**config.mk**
```make
export PLATFORM = sky130hd
export DESIGN_NAME = itc_timer
export DESIGN_NICKNAME = d
export VERILOG_FILES = /design/src/hw/itc_pkg.sv /design/src/hw/itc_prescaler.sv /design/src/hw/itc_timer.sv
export VERILOG_INCLUDE_DIRS = /design/src /design/src/hw
export SDC_FILE = /design/constraint.sdc
export NUM_CORES = 1
export LEC_CHECK = 0
export BUFFER_PORTS_ARGS = -buffer_cell sky130_fd_sc_hd__buf_4
export CORE_MARGIN = 8
export CORE_UTILIZATION = 53
export CTS_CLUSTER_DIAMETER = 200
export DETAILED_ROUTE_END_ITERATION = 12
export PLACE_DENSITY = 0.86
export SLEW_MARGIN = 0
export SYNTH_ARGS = -nofsm -noshare
export SYNTH_HDL_FRONTEND = slang
export SYNTH_HIERARCHICAL = 1
export SYNTH_SLANG_ARGS = --single-unit
```
**constraint.sdc**
```tcl
create_clock -name clk -period 2.3 [get_ports clk]
set_input_delay 0.46 -clock clk [delete_from_list [all_inputs] [get_ports clk]]
set_output_delay 0.46 -clock clk [all_outputs]
set_load 0.02 [all_outputs]
```
**src/hw/itc_defines.svh**
```systemverilog
`ifndef ITC_DEFINES_SVH
`define ITC_DEFINES_SVH

// Control word field positions.
`define ITC_CTRL_ON_BIT        15
`define ITC_CTRL_IDLE_STOP_BIT 13
`define ITC_CTRL_GATE_BIT      6
`define ITC_CTRL_PS_MSB        5
`define ITC_CTRL_PS_LSB        4
`define ITC_CTRL_SYNC_BIT      2
`define ITC_CTRL_CS_BIT        1

// Reset values.
`define ITC_COUNT_RST          16'h0000
`define ITC_PS_CNT_RST         8'h00

// Prescaler terminal counts for ratios 1, 8, 64 and 256.
`define ITC_PS_TERM_1          8'h00
`define ITC_PS_TERM_8          8'h07
`define ITC_PS_TERM_64         8'h3F
`define ITC_PS_TERM_256        8'hFF

// Pin input order in the synchroniser bank.
`define ITC_PIN_EXT            0
`define ITC_PIN_GATE           1
`define ITC_PIN_COUNT          2

`endif

```
**src/hw/itc_pkg.sv**
```systemverilog
package itc_pkg;

  typedef enum logic [2:0] {
    ITC_MODE_TIMER = 3'b001,
    ITC_MODE_SYNC  = 3'b010,
    ITC_MODE_ASYNC = 3'b100
  } itc_mode_e;

  typedef struct packed {
    logic       enable;
    logic       idle_stop;
    logic       gate_en;
    logic [1:0] prescale;
    itc_mode_e  mode;
  } itc_ctrl_s;

  typedef struct packed {
    logic        valid;
    logic [15:0] data;
  } itc_cnt_wr_s;

endpackage

```
**src/hw/itc_prescaler.sv**
```systemverilog
`timescale 1ns/1ps
`default_nettype none
`include "itc_defines.svh"

module itc_prescaler #(
  parameter int WIDTH = 8
) (
  input  wire logic       clk,
  input  wire logic       reset,
  input  wire logic       ce,
  input  wire logic       clear,
  input  wire logic       tick_in,
  input  wire logic [1:0] sel,
  output logic            tick_out
);

  logic [WIDTH-1:0] cnt_r;
  logic [WIDTH-1:0] cnt_nxt;
  logic [WIDTH-1:0] term;
  logic             tick_r;
  logic             tick_nxt;

  always_comb begin
    case (sel)
      2'h0:    term = WIDTH'(`ITC_PS_TERM_1);
      2'h1:    term = WIDTH'(`ITC_PS_TERM_8);
      2'h2:    term = WIDTH'(`ITC_PS_TERM_64);
      default: term = WIDTH'(`ITC_PS_TERM_256);
    endcase
    cnt_nxt  = cnt_r;
    tick_nxt = 1'b0;
    if (clear) begin
      cnt_nxt = WIDTH'(`ITC_PS_CNT_RST);
    end else if (tick_in) begin
      if (cnt_r >= term) begin
        cnt_nxt  = WIDTH'(`ITC_PS_CNT_RST);
        tick_nxt = 1'b1;
      end else begin
        cnt_nxt = cnt_r + WIDTH'(1);
      end
    end
  end

  always_ff @(posedge clk or posedge reset) begin
    if (reset) begin
      cnt_r  <= WIDTH'(`ITC_PS_CNT_RST);
      tick_r <= 1'b0;
    end else if (ce) begin
      cnt_r  <= cnt_nxt;
      tick_r <= tick_nxt;
    end
  end

  assign tick_out = tick_r;

endmodule

`default_nettype wire

```
**src/hw/itc_timer.sv**
```systemverilog
// Summary of operation
// - Timer mode counts cycles, wraps at period.
// - Timer mode halts in idle when idle-stop set.
// - Synchronous counter counts synchronised external rising edges.
// - Synchronous counter obeys the same idle-stop rule.
// - Asynchronous counter counts external rising edges, wraps at period.
// - Asynchronous counter halts in idle when idle-stop set.
// - Interrupt on period match or gate falling edge.
// - Gating in timer mode, prescaler, running in idle, and in sleep for the asynchronous counter.
// - Usable as clock counter or free-running timer.
`timescale 1ns/1ps
`default_nettype none
`include "itc_defines.svh"

module itc_timer #(
  parameter int PS_WIDTH = 8
) (
  input  wire logic                clk,
  input  wire logic                reset,
  input  wire logic                ce,
  input  wire logic [15:0]         timer_control_reg,
  input  wire logic [15:0]         period_match_reg,
  input  wire itc_pkg::itc_cnt_wr_s count_wr,
  input  wire logic                cpu_idle,
  input  wire logic                cpu_sleep,
  input  wire logic                ext_count_clock_pin,
  input  wire logic                gate_pin,
  output logic [15:0]              count,
  output logic                     match_irq,
  output logic                     counting
);
  import itc_pkg::*;

  itc_ctrl_s                       ctrl;
  logic [`ITC_PIN_COUNT-1:0]       pin_w;
  logic [`ITC_PIN_COUNT-1:0]       sync1_r;
  logic [`ITC_PIN_COUNT-1:0]       sync2_r;
  logic [`ITC_PIN_COUNT-1:0]       sync3_r;
  logic [`ITC_PIN_COUNT-1:0]       level_r;
  logic [`ITC_PIN_COUNT-1:0]       level_nxt;
  logic [`ITC_PIN_COUNT-1:0]       rise_w;
  logic [`ITC_PIN_COUNT-1:0]       fall_w;
  logic                            gated_w;
  logic                            run_w;
  logic                            src_w;
  logic                            pre_tick_w;
  logic                            tick_w;
  logic                            match_w;
  logic [15:0]                     count_r;
  logic [15:0]                     count_nxt;
  logic                            irq_r;
  logic                            irq_nxt;
  logic                            counting_r;

  // Mode decoding from the control word chosen by software.
  function automatic itc_ctrl_s decode_ctrl(input logic [15:0] word);
    itc_ctrl_s c;
    c.enable    = word[`ITC_CTRL_ON_BIT];
    c.idle_stop = word[`ITC_CTRL_IDLE_STOP_BIT];
    c.gate_en   = word[`ITC_CTRL_GATE_BIT];
    c.prescale  = word[`ITC_CTRL_PS_MSB:`ITC_CTRL_PS_LSB];
    if (!word[`ITC_CTRL_CS_BIT]) begin
      c.mode = ITC_MODE_TIMER;
    end else if (word[`ITC_CTRL_SYNC_BIT]) begin
      c.mode = ITC_MODE_SYNC;
    end else begin
      c.mode = ITC_MODE_ASYNC;
    end
    return c;
  endfunction

  assign ctrl = decode_ctrl(timer_control_reg);

  assign pin_w[`ITC_PIN_EXT]  = ext_count_clock_pin;
  assign pin_w[`ITC_PIN_GATE] = gate_pin;

  // Each pin passes three flops; a change is accepted once stages two and three agree.
  genvar gi;
  generate
    for (gi = 0; gi < `ITC_PIN_COUNT; gi++) begin : g_pin
      always_comb begin
        level_nxt[gi] = level_r[gi];
        if (sync2_r[gi] == sync3_r[gi]) begin
          level_nxt[gi] = sync3_r[gi];
        end
      end

      assign rise_w[gi] = level_nxt[gi] & ~level_r[gi];
      assign fall_w[gi] = ~level_nxt[gi] & level_r[gi];

      always_ff @(posedge clk or posedge reset) begin
        if (reset) begin
          sync1_r[gi] <= 1'b0;
          sync2_r[gi] <= 1'b0;
          sync3_r[gi] <= 1'b0;
          level_r[gi] <= 1'b0;
        end else if (ce) begin
          sync1_r[gi] <= pin_w[gi];
          sync2_r[gi] <= sync1_r[gi];
          sync3_r[gi] <= sync2_r[gi];
          level_r[gi] <= level_nxt[gi];
        end
      end
    end
  endgenerate

  assign gated_w = (ctrl.mode == ITC_MODE_TIMER) && ctrl.gate_en;

  // Sleep stops the internally clocked modes; only the asynchronous counter runs on.
  assign run_w = ctrl.enable
                 && !(cpu_idle && ctrl.idle_stop)
                 && !(cpu_sleep && (ctrl.mode != ITC_MODE_ASYNC));

  always_comb begin
    case (ctrl.mode)
      ITC_MODE_TIMER: src_w = gated_w ? level_r[`ITC_PIN_GATE] : 1'b1;
      ITC_MODE_SYNC:  src_w = rise_w[`ITC_PIN_EXT];
      ITC_MODE_ASYNC: src_w = rise_w[`ITC_PIN_EXT];
      default:        src_w = 1'b0;
    endcase
  end

  itc_prescaler #(
    .WIDTH (PS_WIDTH)
  ) u_prescaler (
    .clk      (clk),
    .reset    (reset),
    .ce       (ce),
    .clear    (!ctrl.enable),
    .tick_in  (run_w && src_w),
    .sel      (ctrl.prescale),
    .tick_out (pre_tick_w)
  );

  // A tick still in the prescaler is dropped once the gate or the run condition falls.
  assign tick_w  = pre_tick_w && run_w && (!gated_w || level_r[`ITC_PIN_GATE]);
  assign match_w = (count_r == period_match_reg);

  always_comb begin
    count_nxt = count_r;
    if (count_wr.valid) begin
      count_nxt = count_wr.data;
    end else if (tick_w) begin
      if (match_w) begin
        count_nxt = `ITC_COUNT_RST;
      end else begin
        count_nxt = count_r + 16'h0001;
      end
    end
    irq_nxt = (tick_w && match_w)
              || (gated_w && ctrl.enable && fall_w[`ITC_PIN_GATE]);
  end

  always_ff @(posedge clk or posedge reset) begin
    if (reset) begin
      count_r    <= `ITC_COUNT_RST;
      irq_r      <= 1'b0;
      counting_r <= 1'b0;
    end else if (ce) begin
      count_r    <= count_nxt;
      irq_r      <= irq_nxt;
      counting_r <= run_w;
    end
  end

  assign count     = count_r;
  assign match_irq = irq_r;
  assign counting  = counting_r;

  chk_wrap_zero: assert property (@(posedge clk) disable iff (reset)
    (ce && tick_w && match_w && !count_wr.valid) |=> (count_r == 16'h0000))
    else $error("count did not return to zero on period match");

  chk_step_up: assert property (@(posedge clk) disable iff (reset)
    (ce && tick_w && !match_w && !count_wr.valid) |=> (count_r == $past(count_r) + 16'h0001))
    else $error("count did not advance by one on a tick");

  chk_idle_halt: assert property (@(posedge clk) disable iff (reset)
    (cpu_idle && ctrl.idle_stop && !count_wr.valid) |=> $stable(count_r))
    else $error("count moved during idle with idle stop set");

  chk_sleep_hold: assert property (@(posedge clk) disable iff (reset)
    (cpu_sleep && ctrl.mode != ITC_MODE_ASYNC && !count_wr.valid) |=> $stable(count_r))
    else $error("internally clocked mode counted during sleep");

  chk_match_irq: assert property (@(posedge clk) disable iff (reset)
    (ce && tick_w && match_w) |=> match_irq)
    else $error("no interrupt after period match");

  chk_gate_irq: assert property (@(posedge clk) disable iff (reset)
    (ce && gated_w && ctrl.enable && fall_w[`ITC_PIN_GATE]) |=> match_irq)
    else $error("no interrupt after gate falling edge");

  chk_gate_hold: assert property (@(posedge clk) disable iff (reset)
    (gated_w && !level_r[`ITC_PIN_GATE] && !count_wr.valid) |=> $stable(count_r))
    else $error("gated count moved while gate low");

  chk_ext_only: assert property (@(posedge clk) disable iff (reset)
    (ce && ctrl.mode != ITC_MODE_TIMER && !rise_w[`ITC_PIN_EXT])[*2]
      ##0 (ctrl.prescale == 2'h0) |-> !pre_tick_w)
    else $error("counter mode ticked without an external rising edge");

  chk_write_load: assert property (@(posedge clk) disable iff (reset)
    (ce && count_wr.valid) |=> (count_r == $past(count_wr.data)))
    else $error("count write was not loaded");

endmodule

`default_nettype wire

```
[After elaboration in Yosys (flattened, before gate mapping)]
Cells that the tools add are included.
Storage, ports and cells
  word-level logic and storage cells: 67
  bits in registers: 35
Cells by class
  bitwise operators: 4
  equality and inequality tests: 10
  muxes and demuxes: 16
  $lt $le $gt $ge: 1
  reduce and logical (&&, ||, !) cells: 21
  add/subtract/negate cells: 2
Operators by type and width (number)
  16-bit 2-to-1 mux: 3
  8-bit 2-to-1 mux: 3
  8-bit one-hot mux with 3 select lines: 1
  16-bit by 1-bit adder with 16-bit output, second input constant: 1
  16-bit == test: 1
  1-bit logical AND: 11
  8-bit by 1-bit adder with 8-bit output, second input constant: 1
  8-bit greater-or-equal comparator: 1
  1-bit 2-to-1 mux: 6
  3-bit 2-to-1 mux: 2
  2-bit AND reduction: 2
  3-bit by 1-bit == test with 1-bit output, second input constant: 1
  3-bit by 2-bit == test with 1-bit output, second input constant: 1
  3-bit == test, second input constant: 1
  1-bit logical NOT: 3
  3-bit != test, second input constant: 1
  1-bit bitwise AND: 2
  1-bit == test: 2
  2-bit by 1-bit == test with 1-bit output, second input constant: 1
  2-bit == test, second input constant: 1
  2-bit logical NOT: 1
  1-bit logical OR: 2
  2-bit by 1-bit != test with 1-bit output, second input constant: 1
  1-bit inverter: 2
  other kinds (3): 3

[Logic depth before layout (Yosys ltp)]
  word-level depth: 10
  mapped depth: 8

[Hierarchy]
The synthesis kept the hierarchy.
Modules (own cells, without submodules)
  itc_timer: area an instance 1900.6 sq um, seq. area each 650.6 sq um, instances 1, cells an instance 190
  itc_prescaler: area an instance 730.7 sq um, seq. area each 225.2 sq um, instances 1, cells an instance 75

[Least setup slack after synthesis]
OpenSTA, ideal clock, no wires.
  path kind: input -> register
  start point: input timer_control_reg[5]
  end point: register u_prescaler.cnt_r[2]
  setup time: 66 ps
  cell stages on the path: 8
  buffers on the path: 1
  data arrival time: 1925 ps
  setup slack: 310 ps
  cell sequence: nand2_1 ha_1 a41o_2 a21oi_1 o21ai_2 buf_6 o41ai_1 a31o_1
Between the ends
  cells in the longest elaborated chain, start to end: 6
RTL lines
  start: declaration: line itc_timer.sv:21  | input wire logic [15:0] timer_control_reg,
  2-bit == test, or another cell as far along: line itc_prescaler.sv:24  | case (sel)
  8-bit one-hot mux with 3 select lines *: line itc_prescaler.sv:24
  8-bit greater-or-equal comparator *: line itc_prescaler.sv:35  | if (cnt_r >= term) begin
  8-bit 2-to-1 mux *: line itc_prescaler.sv:35
  8-bit 2-to-1 mux *: line itc_prescaler.sv:34  | end else if (tick_in) begin
  8-bit 2-to-1 mux *: line itc_prescaler.sv:32  | if (clear) begin
  end signal: assignment: line itc_prescaler.sv:46  | cnt_r <= WIDTH'(`ITC_PS_CNT_RST);
  end signal: assignment: line itc_prescaler.sv:49  | cnt_r <= cnt_nxt;
  end: declaration: line itc_prescaler.sv:17  | logic [WIDTH-1:0] cnt_r;
Every way passes the cells marked *; elsewhere a longest branch is shown, timed or not. The select of a mux whose other input is x is not followed.
A chain may end at the register's enable or synchronous reset.

[Final worst setup path]
  start point: register u_prescaler.cnt_r[5]
  end point: register u_prescaler.cnt_r[5]
Between the ends
  cells in the longest elaborated chain, start to end: 4
RTL lines (line)
  8-bit by 1-bit adder with 8-bit output / 8-bit greater-or-equal comparator (equally long branches): itc_prescaler.sv:39, itc_prescaler.sv:35
  8-bit 2-to-1 mux *: itc_prescaler.sv:35
  8-bit 2-to-1 mux *: itc_prescaler.sv:34
  8-bit 2-to-1 mux *: itc_prescaler.sv:32
Marks and branches as above.

==> summary.json <==
{
  "status": "finished, final reports clean",
  "cts_made_buffers": 5,
  "async_flop_share": 1.00,
  "drtPass1Iterations": 4,
  "global_routing_usage_summed_across_all_routing_layers": 0.186,
  "detail_route.wl_per_cell_um": 17.0,
  "postSynthRegisterBits": 35,
  "cts.repair.resized": 0,
  "initial_core_util": 0.553,
  "via_count_of_the_first_global_routing_pass": 2307,
  "cts_max_path_buffers": 2,
  "clk_pin_slew_worst_setup_hold_paths_ns": 0.07,
  "final_min_period_over_clock_period": 0.929,
  "hold_viol": 0,
  "numPortBuffers": 64,
  "timing.setup.critical_path_class": "flip-flop to flip-flop",
  "antenna_violations_before_repair": 0,
  "rr_startpoint": "u_prescaler/cnt_r[5]",
  "max_freq_mhz": 468,
  "p_per_area_nw_per_um2": 624,
  "timing.max_slew.rel_slack": 0.717,
  "start_kind": "flip-flop",
  "count_of_final_max_slew_check_failures": 0,
  "setup-tns-final_ns": 0,
  "cap_violations": 0,
  "grt_max_degree": 27,
  "insertion_delay_ns": 0.29,
  "final.setup_skew_ns": 0.00571,
  "via_count": 2323,
  "synth_seq_area_share": 0.333,
  "worstPathArrival_ns": 2.30,
  "placementRows": 25,
  "post_synth_instance_area_um2": 2630,
  "whs_ns": 0.149,
  "placed_cell_area_um2": 3130,
  "diodes": 0,
  "worstRegToRegCells": 6,
  "hold_class": "input port to asynchronous set/reset pin",
  "drive_above_1_share": 0.363,
  "worst_pin_slew_ns": 0.420,
  "reg2reg_slack_ns": 0.16,
  "p_leak_uw": 0.00142,
  "drc_errors": 0,
  "worst_setup_path_end_kind": "flip-flop",
  "postSynthCellCount": 265,
  "synth_edf_count": 0,
  "setup_viol": 0,
  "crit_required_ns": 2.47,
  "area.sequential_um2": 876,
  "grt_setup_unrepaired": "no",
  "critical_path.max_fanout": 10,
  "cts_tree": "done",
  "finalInstanceArea_um2": 3220,
  "postSynthNetCount": 329,
  "crit_path_end": "u_prescaler/cnt_r[5]",
  "multi_input_area_um2": 1570,
  "ys_dominant_reg_cell": "dfrtp_1",
  "r2r_end": "u_prescaler/cnt_r[5]",
  "route.antenna.remaining_nets": 0,
  "num-fill-cells": 396,
  "gp_routability_congestion": 0.843,
  "vias_per_cell": 5.84,
  "first_pass_grt_wire_length_mm": 11.3,
  "fp.coreArea_um2": 4750,
  "cts_htree_levels": 2,
  "post-route-min-period_ns": 2.14,
  "synth.distinct_cells": 59,
  "die_outline_area_um2": 7480,
  "die_h_um": 86.5,
  "post_cts.repair.setup_buffers": 0,
  "cts_num_sinks": 35,
  "cts_hold_buf": 0,
  "grt_remaining_overflow": 0,
  "die_width_um": 86.5,
  "worst_setup_path_startpoint": "u_prescaler/cnt_r[5]",
  "drt_iter0_markers": 152,
  "areaGrowthSynthToFinish_pct": 22.3,
  "wl_mm": 6.78,
  "synth_area_per_cell_um2": 9.93,
  "final_net_count": 394,
  "cts.root.buffer_cell": "clkbuf_8",
  "dp.final_hpwl_mm": 5.23,
  "design.portCount": 74,
  "synth_warnings": 6,
  "ir_worst_vdd_uv": 397
}
cell usage after synthesis, types with 4 or more instances:
master    number  area (um^2)
o221ai_1       5         43.8
inv_1         11         41.3
ha_1           8          100
o21ai_0        9         45.0
dfrtp_1       35          876
xnor2_1       21          184
a21oi_1       10         50.1
xor2_1         5         43.8
and3_1         4         25.0
o221ai_2       8          120
nor2_1        26         97.6
mux2_2         7         78.8
buf_6          7         78.8
o21a_1        14          105
nand3_1        9         45.0
nand4_1        9         56.3
nand2_1       11         41.3
buf_2          4         20.0
through the flow:
stage,setup slack (ns),std cells,power [uW],util
final,0.163,398,2010,0.677
after global routing,0.0373,398,2130,0.677
after CTS,0.179,398,2020,0.677
after detailed placement,-0.0156,390,1590,0.659
after global placement,0.0751,390,1560,0.659
after floorplan,0.310,265,1350,-
logic make-up after synthesis:
| logic type | synth area share |
|---|---|
| XOR/XNOR | 0.105 |
| AND/OR/NAND/NOR | 0.162 |
| adder cells (fa/ha/maj) | 0.0380 |
| buffers and inverters | 0.0723 |
| flip-flops | 0.333 |
| multiplexers | 0.0376 |
| AO/OA/AOI/OAI | 0.252 |
worst min-delay path by stage:
stage / from / cells past startpoint / endpoint
2_1_floorplan: reset / 1 / u_prescaler/cnt_r[0]
3_3_place_gp: reset / 2 / u_prescaler/tick_out
3_5_place_dp: reset / 2 / u_prescaler/cnt_r[3]
4_1_cts: reset / 2 / u_prescaler/cnt_r[0]
5_1_grt: reset / 2 / u_prescaler/cnt_r[0]
6_report: reset / 2 / u_prescaler/cnt_r[0]
power breakdown:
group          switching (uW)  internal [uW]
Sequential                152            704
Combinational             367            356
Clock                     220            207
placed cells by master (no fill, tap or decap), types with 2 or more instances in the layout:
master / netlist / layout
a21oi_1: 10 / 10
a31o_1: 2 / 2
a31o_2: 2 / 2
and3_1: 4 / 4
and3_2: 2 / 2
buf_4: 2 / 75
clkbuf_8: 0 / 5
clkinv_2: 0 / 3
dfrtp_1: 35 / 35
ha_1: 8 / 8
inv_1: 11 / 11
mux2_2: 7 / 7
mux2i_1: 2 / 2
nand2_1: 11 / 11
nand2b_1: 3 / 3
nand3_1: 9 / 9
nand4_1: 9 / 9
nor2_1: 26 / 26
nor3_1: 3 / 3
nor3b_1: 2 / 2
nor4_1: 3 / 3
o2111ai_1: 2 / 2
o21a_1: 14 / 14
o21ai_0: 9 / 9
o221ai_1: 5 / 5
o221ai_2: 8 / 8
o31ai_1: 3 / 3
o41ai_1: 2 / 2
o41ai_2: 2 / 2
xnor2_1: 21 / 21
xnor2_2: 3 / 3
xor2_1: 5 / 5
flip-flops by register name, summed over array words and instances (netlist names):
signal and flops:
count 16, sync1_r 2, u_prescaler/tick_out 1, counting 1, match_irq 1, u_prescaler/cnt_r 8
level_r 2, sync3_r 2, sync2_r 2
cell type report:
type | count | area share
clock buffers | 5 | 0.0214
multi-input cells | 201 | 0.487
flip-flops and latches | 35 | 0.272
well taps | 67 | 0.0261
repair buffers | 75 | 0.175
clock inverters | 3 | 0.00467
inverters | 12 | 0.0140
routing by layer:
metal | GRT usage | vias to the layer above | wire length, um
met3 | 0.0510 | 7 | 499
met1 | 0.224 | 1117 | 2860
met5 | 0 | - | 0
met2 | 0.320 | 87 | 3360
met4 | 0.0423 | 0 | 57
li1 | - | 1112 | -
worst max-delay path: stages, from the launching register on:
cell	delay, ns
dfrtp_1	0.45
ha_1	0.33
and4_2	0.23
o41ai_2	0.10
o21ai_2	0.36
o21ai_0	0.18
a311o_1	0.38
Note: power is estimated with default switching activity, not from simulation.
